[config.mk]
export PLATFORM = sky130hd
export DESIGN_NAME = tx_parity_check_encoder_select
export DESIGN_NICKNAME = d
export VERILOG_FILES = /design/src/pkg/tx_codec_pkg.sv /design/src/hdl/enc_8b10b.sv /design/src/hdl/tx_parity_check_encoder_select.sv
export SDC_FILE = /design/constraint.sdc
export NUM_CORES = 1
export LEC_CHECK = 0
export ABC_AREA = 1
export BUFFER_PORTS_ARGS = -buffer_cell sky130_fd_sc_hd__buf_2
export CAP_MARGIN = 20
export CELL_PAD_IN_SITES_DETAIL_PLACEMENT = 1
export CELL_PAD_IN_SITES_GLOBAL_PLACEMENT = 1
export CORE_MARGIN = 2
export CORE_UTILIZATION = 38
export CTS_CLUSTER_DIAMETER = 50
export DETAILED_ROUTE_END_ITERATION = 6
export PLACE_DENSITY = 0.76
export SETUP_SLACK_MARGIN = 0.15
export SLEW_MARGIN = 20
export SYNTH_ARGS = -nofsm -noshare
export SYNTH_HDL_FRONTEND = slang
export SYNTH_HIERARCHICAL = 1
export SYNTH_SLANG_ARGS = --single-unit
[constraint.sdc]
create_clock -name SYS_CLK -period 8.05 [get_ports SYS_CLK]
set_clock_uncertainty 0.2 [all_clocks]
set_input_delay 1.61 -clock SYS_CLK [delete_from_list [all_inputs] [get_ports SYS_CLK]]
set_output_delay 1.61 -clock SYS_CLK [all_outputs]
set_load 0.005 [all_outputs]
[src/pkg/tx_codec_pkg.sv]
package tx_codec_pkg;

  // Three-level static select pins, resolved to two bits at the pad
  typedef enum logic [1:0] {
    LVL_LOW  = 2'h0,
    LVL_MID  = 2'h1,
    LVL_HIGH = 2'h2
  } level_t;

  // Word sync sequencer
  typedef enum logic {
    WS_IDLE = 1'h0,
    WS_RUN  = 1'h1
  } ws_state_t;

  // Source of the next transmission character
  typedef enum logic [1:0] {
    OUT_ENC      = 2'h0,
    OUT_RAW      = 2'h1,
    OUT_VIOL_POS = 2'h2,
    OUT_VIOL_RD  = 2'h3
  } out_sel_t;

  // One character as presented by the host
  typedef struct packed {
    logic       special_code_select;
    logic       tx_parity_bit;
    logic [1:0] tx_control_bits;
    logic [7:0] tx_data_bits;
  } tx_char_in_t;

  // Request to the 8B/10B encoder
  typedef struct packed {
    logic [7:0] data;
    logic       is_k;
    logic       rd;
  } enc_req_t;

  // Character framing: one character every ten clocks, LSB first
  localparam logic [3:0]  BIT_CNT_LAST = 4'h9;
  localparam logic [3:0]  BIT_CNT_RST  = 4'h0;
  localparam logic [3:0]  WS_LAST_IDX  = 4'hF;
  localparam logic [3:0]  WS_FIRST_IDX = 4'h0;

  // Reset values; the held input carries good odd parity
  localparam tx_char_in_t IN_RESET     = 12'h400;
  localparam logic [9:0]  CHAR_RESET   = 10'h000;
  localparam logic        RD_RESET     = 1'h0;
  localparam logic [8:0]  LFSR_SEED    = 9'h1FF;

  // Fixed characters (bit 0 is the first bit on the line)
  localparam logic [9:0]  VIOL_POS     = 10'h079;
  localparam logic [7:0]  K28_5_CODE   = 8'hBC;
  localparam logic [4:0]  K28_X        = 5'h1C;

  // 5b/6b and 3b/4b codes, negative column, first line bit in the MSB
  localparam logic [5:0] SIX_B [32] = '{
    6'h27, 6'h1D, 6'h2D, 6'h31, 6'h35, 6'h29, 6'h19, 6'h38,
    6'h39, 6'h25, 6'h15, 6'h34, 6'h0D, 6'h2C, 6'h1C, 6'h17,
    6'h1B, 6'h23, 6'h13, 6'h32, 6'h0B, 6'h2A, 6'h1A, 6'h3A,
    6'h33, 6'h26, 6'h16, 6'h36, 6'h0E, 6'h2E, 6'h1E, 6'h2B};
  localparam logic [3:0] FOUR_B [8] = '{
    4'hB, 4'h9, 4'h5, 4'hC, 4'hD, 4'hA, 4'h6, 4'hE};
  localparam logic [5:0] SIX_B_K28 = 6'h0F;
  localparam logic [5:0] SIX_B_D7  = 6'h38;
  localparam logic [3:0] FOUR_B_A7 = 4'h7;
  localparam logic [3:0] FOUR_B_X3 = 4'hC;

  // Second special table, indexed by the low three data bits
  localparam logic [7:0] REDUCED_SPECIAL [8] = '{
    8'hBC, 8'h3C, 8'hFC, 8'hF7, 8'hFB, 8'hFD, 8'hFE, 8'h1C};

  function automatic logic [2:0] count_ones(input logic [5:0] v);
    logic [2:0] n;
    n = 3'h0;
    for (int i = 0; i < 6; i++) begin
      n = n + {2'h0, v[i]};
    end
    return n;
  endfunction

  function automatic logic is_violation(input logic [9:0] c);
    return (c == VIOL_POS) || (c == ~VIOL_POS);
  endfunction

endpackage
[src/hdl/enc_8b10b.sv]
`timescale 1ns/10ps
module enc_8b10b import tx_codec_pkg::*; (
  // Character and running disparity in
  input  wire enc_req_t req,
  // Symbol and disparity out
  output logic [9:0]    code,
  output logic          rd_out
);

  logic [4:0] x;
  logic [2:0] y;
  logic [5:0] six;
  logic [3:0] four;
  logic       rd_mid;
  logic       flip6;
  logic       flip4;
  logic       alt7;
  logic       k28;
  logic [9:0] str;

  // Table lookup, then complement by running disparity
  always_comb begin
    x      = req.data[4:0];
    y      = req.data[7:5];
    k28    = req.is_k && (x == K28_X);
    six    = k28 ? SIX_B_K28 : SIX_B[x];
    flip6  = req.rd && ((count_ones(six) != 3'h3) || (six == SIX_B_D7));
    rd_mid = req.rd ^ (count_ones(six) != 3'h3);
    // Alternate x.7 avoids a run of five equal bits across the boundary
    alt7   = (y == 3'h7) && (req.is_k
             || (!rd_mid && (x == 5'h11 || x == 5'h12 || x == 5'h14))
             || (rd_mid && (x == 5'h0B || x == 5'h0D || x == 5'h0E)));
    four   = alt7 ? FOUR_B_A7 : FOUR_B[y];
    if (k28 && (count_ones({2'h0, four}) == 3'h2) && (four != FOUR_B_X3)) begin
      flip4 = !rd_mid;
    end else begin
      flip4 = rd_mid && ((count_ones({2'h0, four}) != 3'h2) || (four == FOUR_B_X3));
    end
    rd_out = rd_mid ^ (count_ones({2'h0, four}) != 3'h2);
    str    = {six ^ {6{flip6}}, four ^ {4{flip4}}};
    code   = {<<{str}};
  end

endmodule

[src/hdl/tx_parity_check_encoder_select.sv]
`timescale 1ns/10ps
module tx_parity_check_encoder_select import tx_codec_pkg::*; (
  // Clock and reset
  input  wire logic        SYS_CLK,
  input  wire logic        RSTN,
  // Static configuration
  input  wire level_t      PARITY_CHECK_SELECT,
  input  wire level_t      TX_MODE_SELECT_HI,
  input  wire level_t      TX_MODE_SELECT_LO,
  input  wire logic        ALT_CODE_TABLE,
  input  wire logic        BIST_ENABLE,
  // Host character
  input  wire tx_char_in_t TX_IN,
  output logic             CHAR_STROBE,
  // Phase-align buffer status
  input  wire logic        PAB_ERROR,
  // Shifter side
  output logic [9:0]       TX_CHAR,
  output logic             SER_OUT,
  output logic             TX_ERROR_FLAG
);

  logic [3:0]  bit_cnt_r;
  logic        char_en;
  tx_char_in_t in_r;
  logic [9:0]  raw_char;
  logic [9:0]  char_r;
  logic [9:0]  char_nxt;
  logic [9:0]  shift_r;
  logic        err_r;
  logic        err_nxt;
  logic        rd_r;
  logic        rd_nxt;
  ws_state_t   ws_state_r;
  ws_state_t   ws_state_nxt;
  logic [3:0]  ws_idx_r;
  logic [3:0]  ws_idx_nxt;
  logic [3:0]  ws_pos;
  logic [8:0]  lfsr_r;
  logic [8:0]  lfsr_nxt;
  out_sel_t    out_sel;
  enc_req_t    enc_req;
  logic [9:0]  enc_code;
  logic        enc_rd;
  logic        bypass;
  logic        atomic_ws;
  logic        intr_ws;
  logic        ws_run;
  logic        chk_en;
  logic        chk_ctl;
  logic        par_ok;
  logic        par_err;
  logic        ws_req;
  logic        fill_req;
  logic        spec_req;
  logic        ws_continue;

  // Advance the self-test generator, x^9 + x^5 + 1, period 511
  function automatic logic [8:0] lfsr_step(input logic [8:0] s);
    return {s[7:0], s[8] ^ s[4]};
  endfunction

  // Special code lookup in the selected table
  function automatic logic [7:0] special_code(input logic [7:0] d, input logic alt);
    return alt ? REDUCED_SPECIAL[d[2:0]] : d;
  endfunction

  // Bit-rate divider: one character slot every ten clocks
  always_ff @(posedge SYS_CLK) begin
    if (!RSTN) begin
      bit_cnt_r <= BIT_CNT_RST;
    end else if (char_en) begin
      bit_cnt_r <= BIT_CNT_RST;
    end else begin
      bit_cnt_r <= bit_cnt_r + 4'h1;
    end
  end

  assign char_en     = (bit_cnt_r == BIT_CNT_LAST);
  assign CHAR_STROBE = char_en;   // Host character taken on this edge

  // Input register, parity bit captured with the character
  always_ff @(posedge SYS_CLK) begin
    if (!RSTN) begin
      in_r <= IN_RESET;
    end else if (char_en) begin
      in_r <= TX_IN;
    end
  end

  assign raw_char = {in_r.tx_control_bits, in_r.tx_data_bits};

  // Mode decode; selects are static so no staging is needed
  always_comb begin
    bypass    = (TX_MODE_SELECT_HI == LVL_LOW);
    atomic_ws = (TX_MODE_SELECT_HI == LVL_MID);
    intr_ws   = (TX_MODE_SELECT_HI == LVL_HIGH);
    ws_run    = (ws_state_r == WS_RUN);
  end

  // Control-bit interpretation per low mode select
  always_comb begin
    ws_req   = 1'b0;
    fill_req = 1'b0;
    spec_req = 1'b0;
    if (TX_MODE_SELECT_LO == LVL_LOW) begin
      ws_req   = (in_r.tx_control_bits == 2'h3);
      fill_req = (in_r.tx_control_bits == 2'h1) && !in_r.special_code_select;
      spec_req = (in_r.tx_control_bits == 2'h1) && in_r.special_code_select;
    end else if (TX_MODE_SELECT_LO == LVL_MID) begin
      ws_req   = in_r.special_code_select && in_r.tx_control_bits[0];
      fill_req = !in_r.special_code_select && (in_r.tx_control_bits == 2'h1);
      spec_req = !in_r.special_code_select && (in_r.tx_control_bits == 2'h3);
    end else begin
      ws_req   = (in_r.tx_control_bits == 2'h3);
      fill_req = (in_r.tx_control_bits == 2'h1);
      spec_req = (in_r.tx_control_bits == 2'h2);
    end
  end

  // Parity check; atomic sequence body is exempt
  always_comb begin
    chk_en  = (PARITY_CHECK_SELECT != LVL_LOW);
    chk_ctl = (PARITY_CHECK_SELECT == LVL_HIGH)
              || ((PARITY_CHECK_SELECT == LVL_MID) && bypass);
    par_ok  = ^{in_r.tx_data_bits, in_r.tx_control_bits & {2{chk_ctl}},
                in_r.tx_parity_bit};
    par_err = chk_en && !par_ok && !(atomic_ws && ws_run && !bypass);
  end

  // Character selection and sequencer next state
  always_comb begin
    out_sel      = OUT_ENC;
    enc_req      = '{data: in_r.tx_data_bits, is_k: 1'b0, rd: rd_r};
    err_nxt      = 1'b0;
    ws_state_nxt = ws_state_r;
    ws_idx_nxt   = ws_idx_r;
    ws_pos       = WS_FIRST_IDX;
    ws_continue  = intr_ws && ws_run && (in_r.tx_control_bits == 2'h0);
    lfsr_nxt     = BIST_ENABLE ? lfsr_r : LFSR_SEED;
    if (PAB_ERROR) begin
      // Continuous violation tells the far end the link is bad
      out_sel      = bypass ? OUT_VIOL_POS : OUT_VIOL_RD;
      err_nxt      = 1'b1;
      ws_state_nxt = WS_IDLE;
    end else if (bypass) begin
      if (par_err) begin
        out_sel = OUT_VIOL_POS;
        err_nxt = 1'b1;
      end else begin
        out_sel = OUT_RAW;
      end
    end else if (BIST_ENABLE) begin
      enc_req.data = lfsr_r[7:0];
      lfsr_nxt     = lfsr_step(lfsr_r);
    end else if (atomic_ws && ws_run) begin
      // Input register ignored until the sixteenth K28.5
      ws_pos       = ws_idx_r;
      enc_req.data = K28_5_CODE;
      enc_req.is_k = 1'b1;
      enc_req.rd   = rd_r ^ ((ws_pos == 4'h1) || (ws_pos == 4'h3));
      ws_state_nxt = (ws_pos == WS_LAST_IDX) ? WS_IDLE : WS_RUN;
      ws_idx_nxt   = ws_pos + 4'h1;
    end else if (par_err) begin
      out_sel      = OUT_VIOL_RD;
      err_nxt      = 1'b1;
      ws_state_nxt = WS_IDLE;
    end else if (ws_continue || ws_req) begin
      ws_pos       = ws_continue ? ws_idx_r : WS_FIRST_IDX;
      enc_req.data = K28_5_CODE;
      enc_req.is_k = 1'b1;
      // Second and third commas reversed: flip the disparity fed in at the second and fourth
      enc_req.rd   = rd_r ^ ((ws_pos == 4'h1) || (ws_pos == 4'h3));
      ws_state_nxt = (ws_pos == WS_LAST_IDX) ? WS_IDLE : WS_RUN;
      ws_idx_nxt   = ws_pos + 4'h1;
    end else if (fill_req) begin
      enc_req.data = K28_5_CODE;
      enc_req.is_k = 1'b1;
      ws_state_nxt = WS_IDLE;
    end else if (spec_req) begin
      enc_req.data = special_code(in_r.tx_data_bits, ALT_CODE_TABLE);
      enc_req.is_k = 1'b1;
      ws_state_nxt = WS_IDLE;
    end else begin
      ws_state_nxt = WS_IDLE;   // Any other character ends an open sequence
    end
  end

  // 8B/10B conversion of data and special codes
  enc_8b10b u_enc (
    .req    (enc_req),
    .code   (enc_code),
    .rd_out (enc_rd)
  );

  // Final symbol and running disparity; violation symbols are balanced
  always_comb begin
    rd_nxt = rd_r;
    case (out_sel)
      OUT_RAW: begin
        char_nxt = raw_char;
      end
      OUT_VIOL_POS: begin
        char_nxt = VIOL_POS;
      end
      OUT_VIOL_RD: begin
        char_nxt = rd_r ? VIOL_POS : ~VIOL_POS;
      end
      default: begin
        char_nxt = enc_code;
        rd_nxt   = enc_rd;
      end
    endcase
  end

  // Output character and error flag move together
  always_ff @(posedge SYS_CLK) begin
    if (!RSTN) begin
      char_r <= CHAR_RESET;
      err_r  <= 1'b0;
    end else if (char_en) begin
      char_r <= char_nxt;
      err_r  <= err_nxt;
    end
  end

  // Transmit shifter
  always_ff @(posedge SYS_CLK) begin
    if (!RSTN) begin
      shift_r <= CHAR_RESET;
    end else if (char_en) begin
      shift_r <= char_nxt;
    end else begin
      shift_r <= {1'b0, shift_r[9:1]};
    end
  end

  // Running disparity
  always_ff @(posedge SYS_CLK) begin
    if (!RSTN) begin
      rd_r <= RD_RESET;
    end else if (char_en) begin
      rd_r <= rd_nxt;
    end
  end

  // Word sync sequencer
  always_ff @(posedge SYS_CLK) begin
    if (!RSTN) begin
      ws_state_r <= WS_IDLE;
      ws_idx_r   <= WS_FIRST_IDX;
    end else if (char_en) begin
      ws_state_r <= ws_state_nxt;
      ws_idx_r   <= ws_idx_nxt;
    end
  end

  // Self-test generator, restarts from the seed whenever disabled
  always_ff @(posedge SYS_CLK) begin
    if (!RSTN) begin
      lfsr_r <= LFSR_SEED;
    end else if (char_en) begin
      lfsr_r <= lfsr_nxt;
    end
  end

  assign TX_CHAR       = char_r;
  assign SER_OUT       = shift_r[0];
  assign TX_ERROR_FLAG = err_r;
endmodule

---- After elaboration in Yosys (flattened, before gate mapping) ----
Memories as Yosys holds them, arrays and structs flattened.
Cells that the tools add are included.
word-level totals
  word-level logic and storage cells ...... 186
  flip-flop bits (word level) ............. 52
  ROM bits ................................ 288
  memories kept ........................... 3
  bits of input ports ..................... 23
  output and inout bits ................... 13
operators by class
  multiplexer cells ....................... 57
  $add $sub $neg .......................... 11
  bitwise operators ....................... 16
  equal/unequal tests ..................... 35
  reductions and logical operators ........ 48
  order comparisons ....................... 3
memories
  memory           words  bits a word  rd ports  clocked after Yosys merged registers in  wr ports  RTL line                              text
  (no name shown)  32     6            1         0                                        0         enc_8b10b.sv:26                       six = k28 ? SIX_B_K28 : SIX_B[x];
  (no name shown)  8      8            1         0                                        0         tx_parity_check_encoder_select.sv:65  return alt ? REDUCED_SPECIAL[d[2:0]] : d;
  (no name shown)  8      4            1         0                                        0         enc_8b10b.sv:33                       four = alt7 ? FOUR_B_A7 : FOUR_B[y];
operator list
  operator             number
  $mux 9               8
  $mux 10              5
  $mux 8               4
  $pmux 10 s3          1
  $mux 4               7
  $mux 1               22
  $eq 5x5->1 const B   4
  $logic_and 1x1->1    19
  $add 3x1->3          6
  $mux 6               3
  $eq 4x4->1 const B   4
  $eq 5x4->1 const B   3
  $mux 2               7
  $add 4x1->4 const B  3
  $eq 2x2->1 const B   6
  $logic_or 1x1->1     12
  $reduce_xor 11->1    1
  $eq 2x1->1 const B   5
  $eq 4x1->1 const B   2
  $eq 4x2->1 const B   2
  $ge 4x4->1 const B   2
  $not 3->4            2
  $eq 6x6->1 const B   1
  $ge 6x6->1 const B   1
  21 further kinds     40

---- Depth between registers and ports, before layout ----
Gate-level depths: netlist (run 1).
  word-level depth ........................ 41
  depth in mapped cells ................... 58
  gate-level depth less buffers ........... 56

---- Hierarchy ----
Netlist (run 1), hierarchy kept.
by module, submodules not included
  module                          area an instance (µm²)  sequential area each (µm²)  times used  cells an instance
  tx_parity_check_encoder_select  3001.6                  1041.0                      1           468
  enc_8b10b                       1038.5                  0.0                         1           175

---- Worst setup path before layout (run 1) ----
Ideal clock, no wire load.
  path kind ............................... input -> register
  from .................................... input TX_MODE_SELECT_HI[1]
  to ...................................... register char_r[6], in the netlist TX_CHAR[6]
  slack ................................... -0.310 ns
  stages on the path ...................... 55
  setup time .............................. 0.114 ns
  data arrival time ....................... 8.047 ns
  required time ........................... 7.736 ns
  buffers on the path ..................... 1
  cell sequence ........................... nor2_4 > inv_4 > nand2_2 > nand2_2 > nor2_2 > nand2_1 > nand2_1 > nand2_1 > nand2_1 > nand2_1 > nand2_2 > nand2_4 > buf_6 > a21oi_1 > nand2_1 > a22oi_1 > inv_1 > ha_1 > [19 not listed] > nand2_1 > inv_1 > ha_1 > inv_1 > fa_1 > inv_1 > ha_1 > nand2_1 > nor2_1 > nand2_1 > nand2_2 > nand2_2 > nand2_1 > nand2_1 > o21ai_0 > inv_1 > nand2_1 > nand2_1
RTL lines
  element               RTL line                               text
  start, declared       tx_parity_check_encoder_select.sv:8    input wire level_t TX_MODE_SELECT_HI,
  end signal, assigned  tx_parity_check_encoder_select.sv:222  char_r <= char_nxt;
  end, declared         tx_parity_check_encoder_select.sv:27   logic [9:0] char_r;

==> results of run 1 <==
==> worst register-to-register path, delay by kind of cell (launching register included) <==
kind,cells,cell delay (ns)
AOI/OAI and AO/OA,3,0.29
xor gates and xnor gates,1,0.19
adders and majority gates,6,2.46
buffers and inverters,13,1.27
DFF,1,0.55
and+or+nand+nor,25,2.44
==> routing by layer <==
| layer | routed length [um] | up-vias |
|---|---|---|
| li1 | - | 2253 |
| met4 | 490 | 0 |
| met5 | 0 | - |
| met2 | 7083 | 86 |
| met1 | 5631 | 2200 |
| met3 | 422 | 38 |
==> worst min path at each step <==
stage,slack (ns),to,from
finish,0.24,shift_r[8]$_SDFF_PN0_,shift_r[9]$_SDFF_PN0_
detailed placement,0.22,shift_r[6]$_SDFF_PN0_,shift_r[7]$_SDFF_PN0_
floorplan,0.20,shift_r[7]$_SDFF_PN0_,shift_r[8]$_SDFF_PN0_
global route,0.26,shift_r[6]$_SDFF_PN0_,shift_r[7]$_SDFF_PN0_
global placement,0.21,shift_r[5]$_SDFF_PN0_,shift_r[6]$_SDFF_PN0_
CTS,0.24,shift_r[8]$_SDFF_PN0_,shift_r[9]$_SDFF_PN0_
==> layout by cell type (no fill, tap or decap), types with 15 or more instances in the layout <==
cell and n:
inv_2 15, buf_4 83, buf_2 33, nand2_2 20, nand2_1 172, a21oi_1 17, nand3_1 31, nor2_1 53
o21ai_0 38, inv_1 82, dfxtp_1 52, o21ai_1 17
==> power by group through the flow <==
stage	sequential [uW]	clock [uW]	combinational, uW
3_3_place_gp	266	0	210
6_report	260	168	292
2_1_floorplan	266	0	146
3_5_place_dp	266	0	224
5_1_grt	261	181	320
4_1_cts	260	172	244
==> per-stage QoR <==
stage                     power [uW]  instance area, um2  cells  utilization, %   TNS, ns
after floorplan                411.3                4111    643               -  -0.08936
after global placement         476.1                4856    863           47.04    -1.047
after global routing           762.3                5305    889           51.39    -3.533
after CTS                      675.6                5101    880           49.41         0
after detailed placement       489.9                4856    863           47.04    -3.734
final                          720.6                5305    889           51.39   -0.1208
==> cells by family after synthesis <==
kind of cell               synth area share (%)
DFF                                       25.77
and+or+nand+nor                           36.42
adders and majority gates                 6.937
buffers and inverters                     13.22
xor gates and xnor gates                  1.734
AOI/OAI and AO/OA                         15.92
==> registers in the layout (all words and copies together) (netlist names) <==
name           cells
in_r              12
TX_CHAR           10
shift_r           10
lfsr_r             9
bit_cnt_r          4
ws_idx_r           4
TX_ERROR_FLAG      1
rd_r               1
ws_run             1
==> cell usage after synthesis, types with 2 or more instances <==
library cell	count	area, um2
nand2_1	189	709.4
inv_1	93	349.1
nor2_1	58	217.7
dfxtp_1	52	1041
o21ai_0	43	215.2
nand3_1	36	180.2
a21oi_1	20	100.1
o21ai_1	18	90.09
ha_1	16	200.2
clkbuf_1	10	37.54
nand2_2	10	62.56
nand4_1	6	37.54
nor2_4	6	67.56
nor3_1	6	30.03
o211ai_1	6	45.04
o22ai_1	6	37.54
buf_6	5	56.30
inv_2	5	18.77
fa_1	4	80.08
nand3_2	4	40.04
nor2_2	4	25.02
o2111ai_1	4	35.03
xnor2_1	4	35.03
xor2_1	4	35.03
clkinv_1	3	11.26
a21oi_2	2	17.52
a31oi_1	2	12.51
inv_4	2	12.51
nand2_4	2	22.52
o32ai_1	2	17.52
==> layout make-up <==
class	instances	area share, %
multi-input cells	468	51.63
flip-flops and latches	52	19.62
repair buffers	121	16.16
inverters	104	7.594
well taps	136	3.208
clock buffers	5	1.297
clock inverters	3	0.4953
==> timing repair <==
| item | CTS | global route |
|---|---|---|
| setup endpoints to repair | 9 | 9 |
| buffers inserted | 8 | 9 |
| resized for setup | 23 | 36 |
| pin swaps | 26 | 34 |
| gates cloned | 1 | 0 |
==> flow_summary.yaml, run 1 <==
sta:
  worst_margin_pin_slew_ns: 0.8218
  layout_min_cycle_time_ns: 8.078
  max-slew-margin-rel_pct: 45.15
  timing.final.max_slew_violations: 0
  grt_setup_unrepaired: "yes"
  timing.final.crit_share_pct: 100.4
  worst_case_hold_slack_ns: 0.2399
  final_critical_path_setup_slack_ns: -0.02837
  setup_viol: 8
  hold_viol_final: 0
  highest_clock_rate_mhz: 123.8
detailed_routing:
  avgViaCountPerCell: 5.148
  drtAntennaViolNets: 0
  drt_iter0_drc: 218
  wirelength_um: 13630
  detail_route.first_pass.iterations: 4
  route.vias.total: 4577
  drc: 0
  post_drt_wl_per_cell_um: 15.33
final_layout:
  register_area_um2: 1041
  multi_input_area_um2: 2739
  layout-drive-gt1-share_pct: 30.54
  area_delta_synth_final_pct: 31.31
  n_fill_cell: 1385
  num-nets-final: 795
  antenna_cells_inserted: 0
worst_hold_path:
  worstHoldPathCells: 2
  timing.hold.worst.class: "reg -> reg"
global_routing:
  overflow: 0
  globalRouteMet3Util_pct: 3.222
  met2_usage_pct: 46.47
  antenna_found_initial: 0
  grt_pass1_wl_um: 22800
  grt_pass1_vias: 4956
  grt.total_usage_pct: 24.68
  globalRouteMet1Util_pct: 27.35
  grt_most_used_layer: "met2"
  grt_start_max_net_pins: 24
critical_path:
  timing.critical_path.arrival_ns: 8.11
  worstSetupPathType: "in -> reg"
  critPathLaunchType: "primary input"
  worst-r2r-cell-count: 48
  r2r_slack_ns: 0.58
  maximum_net_fanout_on_the_critical_path: 5
  critical_path.startpoint: "TX_MODE_SELECT_HI[1]"
  worstReg2RegStart: "in_r[2]$_SDFFE_PN0P_"
  cp_top_family: "simple AND/OR/NAND/NOR gates"
  worst_stage_delay_on_the_critical_path_ns: 0.56
  crit_buf_inv: 14
  critical-path-top-cell-by-count: "nand2_1"
  worstSetupPathDepth: 52
  reg2reg_to: "TX_CHAR[6]$_SDFFE_PN0P_"
  setup.worst_path.end_class: "flop"
  worstSetupEndpoint: "TX_CHAR[6]$_SDFFE_PN0P_"
  cpMaxStageDelayCell: "fa_2"
  critPathRequiredTime_ns: 8.09
yosys:
  asr_flop_ratio_synth_pct: 0
  synth_area_um2: 4040
  synth-seq-cells: 52
  synth_area_per_cell_um2: 6.283
  postSynthNetCount: 686
  ys_dominant_reg_cell: "dfxtp_1"
  synth_seq_area_share_pct: 25.77
  synth_cell_types: 51
  synthCells: 643
  ys_warn_count: 6
  synth_edf_count: 0
power_and_ir_drop:
  ir_worst_vdd_mv: 0.06255
  clockPowerShare_pct: 23.3
  netSwitchingPower_uw: 272.1
  p_leak_uw: 0.002637
  p_sw_share_pct: 37.76
  p_int_uw: 448.5
  share_comb_of_total_power_pct: 40.6
  power.share.sequential_pct: 36.1
  power-per-cell-area_nw_per_um2: 135.8
clock_network:
  ctsHoldBuffers: 0
  cts_sinks: 52
  cts_tree: "built"
  insertion_delay_ns: 0.32
  numCtsBuffers: 5
  cts.reportedPaths.clkPinSlew_ns: 0.12
  cts_root_buffer: "clkbuf_8"
  max-clock-path-buffers: 2
  cts_htree_levels: 2
outcome:
  outcome: "complete, but fails checks"
  violated_checks: "negative setup slack"
floorplan:
  start_util_pct: 39.13
  die-height_um: 107.1
  ios: 36
  floorplan.core_area_um2: 10320
  die_area_um2: 11470
  die-width_um: 107.1
  rows: 37
place:
  dp_hpwl_um: 10270
  pre_cts_slack_ns: -0.4689
  finalWeightedCongestion: 0.8300
  port_buffers: 35
run:
  cap_violations: 0
(Power assumes the default switching activity.)
==> run 2, diff against run 1 <==
- CORE_UTILIZATION: 38 -> 39
- CTS_BUF_LIST: not set -> sky130_fd_sc_hd__clkbuf_8
- PLACE_DENSITY: 0.76 -> 0.78
- SETUP_SLACK_MARGIN: 0.15 -> 0.1
==> flow_summary.yaml, run 2 (synthesis gave the netlist of run 1 again) <==
outcome:
  outcome: "complete, but fails checks"
  violated_checks: "negative setup slack"
floorplan:
  start_util_pct: 39.67
  ios: 36
  die-width_um: 105.8
  die_area_um2: 11190
  floorplan.core_area_um2: 10180
  die-height_um: 105.8
  rows: 37
sta:
  final_critical_path_setup_slack_ns: -0.4798
  layout_min_cycle_time_ns: 8.530
  highest_clock_rate_mhz: 117.2
  worst_case_hold_slack_ns: 0.2546
  setup_viol: 9
  max-slew-margin-rel_pct: 44.54
  timing.final.crit_share_pct: 106.0
  hold_viol_final: 0
  timing.final.max_slew_violations: 0
  worst_margin_pin_slew_ns: 0.8310
  grt_setup_unrepaired: "yes"
critical_path:
  critPathLaunchType: "primary input"
  cpMaxStageDelayCell: "fa_2"
  worst_stage_delay_on_the_critical_path_ns: 0.61
  timing.critical_path.arrival_ns: 8.56
  crit_buf_inv: 13
  maximum_net_fanout_on_the_critical_path: 8
  setup.worst_path.end_class: "flop"
  cp_top_family: "adder cells"
  critPathRequiredTime_ns: 8.08
  worstSetupPathType: "in -> reg"
  critical-path-top-cell-by-count: "nand2_2"
detailed_routing:
  drt_iter0_drc: 234
  avgViaCountPerCell: 5.376
  drtAntennaViolNets: 0
  wirelength_um: 17220
  detail_route.first_pass.iterations: 4
  post_drt_wl_per_cell_um: 18.74
  route.vias.total: 4941
  drc: 0
clock_network:
  cts.reportedPaths.clkPinSlew_ns: 0.12
  cts_tree: "built"
  insertion_delay_ns: 0.32
  numCtsBuffers: 5
  cts_root_buffer: "clkbuf_8"
  ctsHoldBuffers: 0
  max-clock-path-buffers: 2
  cts_htree_levels: 2
  cts_sinks: 52
power_and_ir_drop:
  p_int_uw: 486.0
  ir_worst_vdd_mv: 0.08262
  clockPowerShare_pct: 20.9
  p_leak_uw: 0.002804
  share_comb_of_total_power_pct: 46.8
  p_sw_share_pct: 39.59
  power-per-cell-area_nw_per_um2: 143.5
  power.share.sequential_pct: 32.4
  report.power.total_uw: 804.5
  netSwitchingPower_uw: 318.5
global_routing:
  overflow: 0
  grt_start_max_net_pins: 24
  grt.total_usage_pct: 30.45
  grt_pass1_vias: 5407
  antenna_found_initial: 0
  grt_pass1_wl_um: 26940
final_layout:
  max_flop_register: "in_r"
  n_fill_cell: 1374
  final_util_pct: 55.04
  register_area_um2: 1041
  layout-drive-gt1-share_pct: 34.48
  most_common_cell_after_layout_fill_and_taps_aside: "nand2_1"
  largest_register_ffs: 12
  num-nets-final: 825
  multi_input_area_um2: 2750
  layout_common_cells: "164 x nand2_1, 105 x buf_4, 82 x inv_1, 52 x dfxtp_1, 52 x nor2_1"
  area_delta_synth_final_pct: 38.74
  antenna_cells_inserted: 0
run:
  cap_violations: 0
worst_hold_path:
  timing.hold.worst.class: "reg -> reg"
place:
  dp_hpwl_um: 10360
  finalWeightedCongestion: 0.8981
  port_buffers: 35
==> run 2: per-layer routing <==
layer	track usage (%)	up-vias	wire length (um)
met1	31.60	2414	6635
met2	58.11	149	9007
li1	-	2317	-
met4	17.58	0	896
met3	3.896	61	682
met5	0	-	0
==> run 2: layout make-up <==
cell class,instances,area share (%)
clock buffers,5,1.228
clock inverters,3,0.4687
inverters,104,7.232
multi-input cells,467,49.06
flip-flops and latches,52,18.57
well taps,136,3.036
repair buffers,152,20.40
==> run 2: metrics by stage <==
step / cell area (um2) / setup WS [ns] / instances / TNS (ns)
final: 5605 / -0.4798 / 919 / -3.851
after global routing: 5605 / -0.7635 / 919 / -6.452
after CTS: 5400 / 0.09642 / 915 / 0
after detailed placement: 4833 / -0.5221 / 860 / -4.404
after global placement: 4833 / -0.1541 / 860 / -1.188
after floorplan: 4111 / -0.01894 / 643 / -0.08936
==> run 2: worst register-to-register path: cells and delay by family, from the launching register on <==
family	cells	cell delay, ns
adders and majority gates	7	2.60
AOI/OAI and AO/OA	5	0.68
xor gates and xnor gates	1	0.21
DFF	1	0.56
buffers and inverters	13	1.19
and+or+nand+nor	26	2.39
==> run 2: timing repair <==
item	in CTS	in global routing
setup endpoints to repair	9	11
pin swaps	38	45
gates resized for setup	26	53
buffers inserted	47	15
==> run 2: final timing paths <==
kind / start / endpoint / slack [ns] / cells past startpoint
max: PARITY_CHECK_SELECT[0] / TX_CHAR[9]$_SDFFE_PN0P_ / -0.48 / 54
min: shift_r[1]$_SDFF_PN0_ / shift_r[0]$_SDFF_PN0_ / 0.25 / 2
min reg2reg: shift_r[1]$_SDFF_PN0_ / shift_r[0]$_SDFF_PN0_ / 0.25 / 2
max reg2reg: in_r[2]$_SDFFE_PN0P_ / TX_CHAR[9]$_SDFFE_PN0P_ / 0.13 / 52
==> run 2: power by group through the flow <==
stage	registers [uW]	logic, uW	clock network (uW)
3_3_place_gp	266	209	0
2_1_floorplan	266	146	0
4_1_cts	260	274	169
5_1_grt	261	398	179
3_5_place_dp	266	222	0
6_report	260	376	168
==> run 3, diff against run 2 <==
- CORE_MARGIN: 2 -> 5
==> flow_summary.yaml, run 3 (synthesis gave the netlist of run 1 again) <==
critical_path:
  critical-path-top-cell-by-count: "nand2_1"
  worstReg2RegStart: "in_r[1]$_SDFFE_PN0P_"
  setup.worst_path.end_class: "flop"
  critPathLaunchType: "primary input"
  cpMaxStageDelayCell: "fa_1"
  worst-r2r-cell-count: 52
  crit_buf_inv: 13
  cp_top_family: "adder cells"
  timing.critical_path.arrival_ns: 7.90
  critPathRequiredTime_ns: 8.08
  worstSetupPathType: "in -> reg"
  maximum_net_fanout_on_the_critical_path: 5
  r2r_slack_ns: 0.86
  reg2reg_to: "shift_r[8]$_SDFF_PN0_"
  worst_stage_delay_on_the_critical_path_ns: 0.53
global_routing:
  antenna_found_initial: 0
  grt.total_usage_pct: 20.91
  grt_pass1_wl_um: 21860
  grt_pass1_vias: 4702
  overflow: 0
  grt_start_max_net_pins: 24
final_layout:
  final-instance-count-excl-fill: 879
  num-nets-final: 785
  largest_register_ffs: 12
  layout-drive-gt1-share_pct: 30.42
  layout_common_cells: "169 x nand2_1, 81 x inv_1, 74 x buf_4, 52 x dfxtp_1, 51 x nor2_1"
  max_flop_register: "in_r"
  antenna_cells_inserted: 0
  area_delta_synth_final_pct: 29.98
  most_common_cell_after_layout_fill_and_taps_aside: "nand2_1"
  finalInstanceArea_um2: 5251
  final_util_pct: 51.33
power_and_ir_drop:
  clockPowerShare_pct: 23.8
  power-per-cell-area_nw_per_um2: 134.1
  netSwitchingPower_uw: 263.3
  power.share.sequential_pct: 36.9
  p_sw_share_pct: 37.38
  ir_worst_vdd_mv: 0.08422
  p_leak_uw: 0.002597
  p_int_uw: 441.1
  share_comb_of_total_power_pct: 39.3
clock_network:
  max-clock-path-buffers: 2
  insertion_delay_ns: 0.33
  cts_sinks: 52
  cts.reportedPaths.clkPinSlew_ns: 0.11
  cts_htree_levels: 2
  cts_root_buffer: "clkbuf_8"
  numCtsBuffers: 5
  cts_tree: "built"
detailed_routing:
  detail_route.first_pass.iterations: 4
  route.vias.total: 4456
  drt_iter0_drc: 157
  avgViaCountPerCell: 5.069
  drc: 0
  wirelength_um: 13270
  post_drt_wl_per_cell_um: 15.09
  drtAntennaViolNets: 0
sta:
  worst_margin_pin_slew_ns: 0.8046
  grt_setup_unrepaired: "yes"
  layout_min_cycle_time_ns: 7.873
  max-slew-margin-rel_pct: 46.30
  hold_viol_final: 0
  timing.final.crit_share_pct: 97.80
  setup_viol: 0
  timing.final.max_slew_violations: 0
  highest_clock_rate_mhz: 127.0
place:
  finalWeightedCongestion: 0.8931
  dp_hpwl_um: 10400
  place.detailed.instances: 861
  port_buffers: 35
  dpl-instance-area_um2: 4828
worst_hold_path:
  holdCritStartpoint: "shift_r[8]$_SDFF_PN0_"
  hold-path-endpoint: "shift_r[7]$_SDFF_PN0_"
  worstHoldPathCells: 2
  timing.hold.worst.class: "reg -> reg"
floorplan:
  rows: 37
  start_util_pct: 39.49
  die-width_um: 111.8
  die_area_um2: 12490
  ios: 36
  die-height_um: 111.8
  floorplan.core_area_um2: 10230
run:
  cap_violations: 0
outcome:
  outcome: "finished clean"
==> run 3: routing by layer <==
layer  share of wire (%)  track usage, %  vias up  routed length (um)
li1                    -               -     2241                   -
met1                  42           24.22     2135                5624
met2                  53           38.49       60                6970
met3                 2.5           2.880       20                 337
met4                 2.5           8.354        0                 334
met5                   0               0        -                   0
==> run 3: final cells by class <==
cell class              instances  area, um2
fillers                      1420       4980
multi-input cells             467       2745
flip-flops and latches         52       1041
repair buffers                112      797.0
inverters                     104      402.9
well taps                     136      170.2
clock buffers                   5      68.82
clock inverters                 3      26.28
==> run 3: power by group through the flow <==
stage / clock network (uW) / registers, uW / logic, uW
floorplan: 0 / 266 / 146
global placement: 0 / 266 / 210
detailed placement: 0 / 266 / 220
CTS: 175 / 260 / 222
global route: 187 / 261 / 304
finish: 167 / 260 / 277
==> run 3: timing repair <==
action                     4_1_cts  5_1_grt
pin swaps                        0       46
hold buffers                     0        0
gates resized for setup          4       68
setup endpoints to repair        8        9
buffers inserted                 0       10
hold endpoints to repair         0        0
==> run 3: stage by stage <==
| stage | power [uW] | hold slack, ns | TNS [ns] | setup slack [ns] |
|---|---|---|---|---|
| 6_report | 704.4 | 0.2303 | 0 | 0.1771 |
| 5_1_grt | 751.6 | 0.2560 | -2.021 | -0.2661 |
| 4_1_cts | 656.7 | 0.2316 | 0 | 0.1118 |
| 3_5_place_dp | 486.0 | 0.2191 | -3.172 | -0.3849 |
| 3_3_place_gp | 476.1 | 0.2085 | -1.211 | -0.1579 |
| 2_1_floorplan | 411.3 | 0.2032 | -0.08936 | -0.01894 |
==> run 3: worst reg2reg max path: cells and delay by family (launching register included) <==
family / cells / cell delay (ns)
xor gates and xnor gates: 1 / 0.19
buffers and inverters: 15 / 1.33
and+or+nand+nor: 25 / 1.90
adders and majority gates: 7 / 2.47
DFF: 1 / 0.54
AOI/OAI and AO/OA: 4 / 0.46
==> run 3: worst max path at each step <==
stage          slack, ns                 endpoint              startpoint  cells past startpoint
3_5_place_dp       -0.38    shift_r[7]$_SDFF_PN0_  PARITY_CHECK_SELECT[1]                     51
3_3_place_gp       -0.16  TX_CHAR[7]$_SDFFE_PN0P_  PARITY_CHECK_SELECT[1]                     51
5_1_grt            -0.27  TX_CHAR[9]$_SDFFE_PN0P_    TX_MODE_SELECT_LO[1]                     48
4_1_cts             0.11    shift_r[7]$_SDFF_PN0_    TX_MODE_SELECT_HI[0]                     52
2_1_floorplan      -0.02  TX_CHAR[7]$_SDFFE_PN0P_    TX_MODE_SELECT_HI[0]                     52
6_report            0.18    shift_r[8]$_SDFF_PN0_    TX_MODE_SELECT_LO[1]                     50
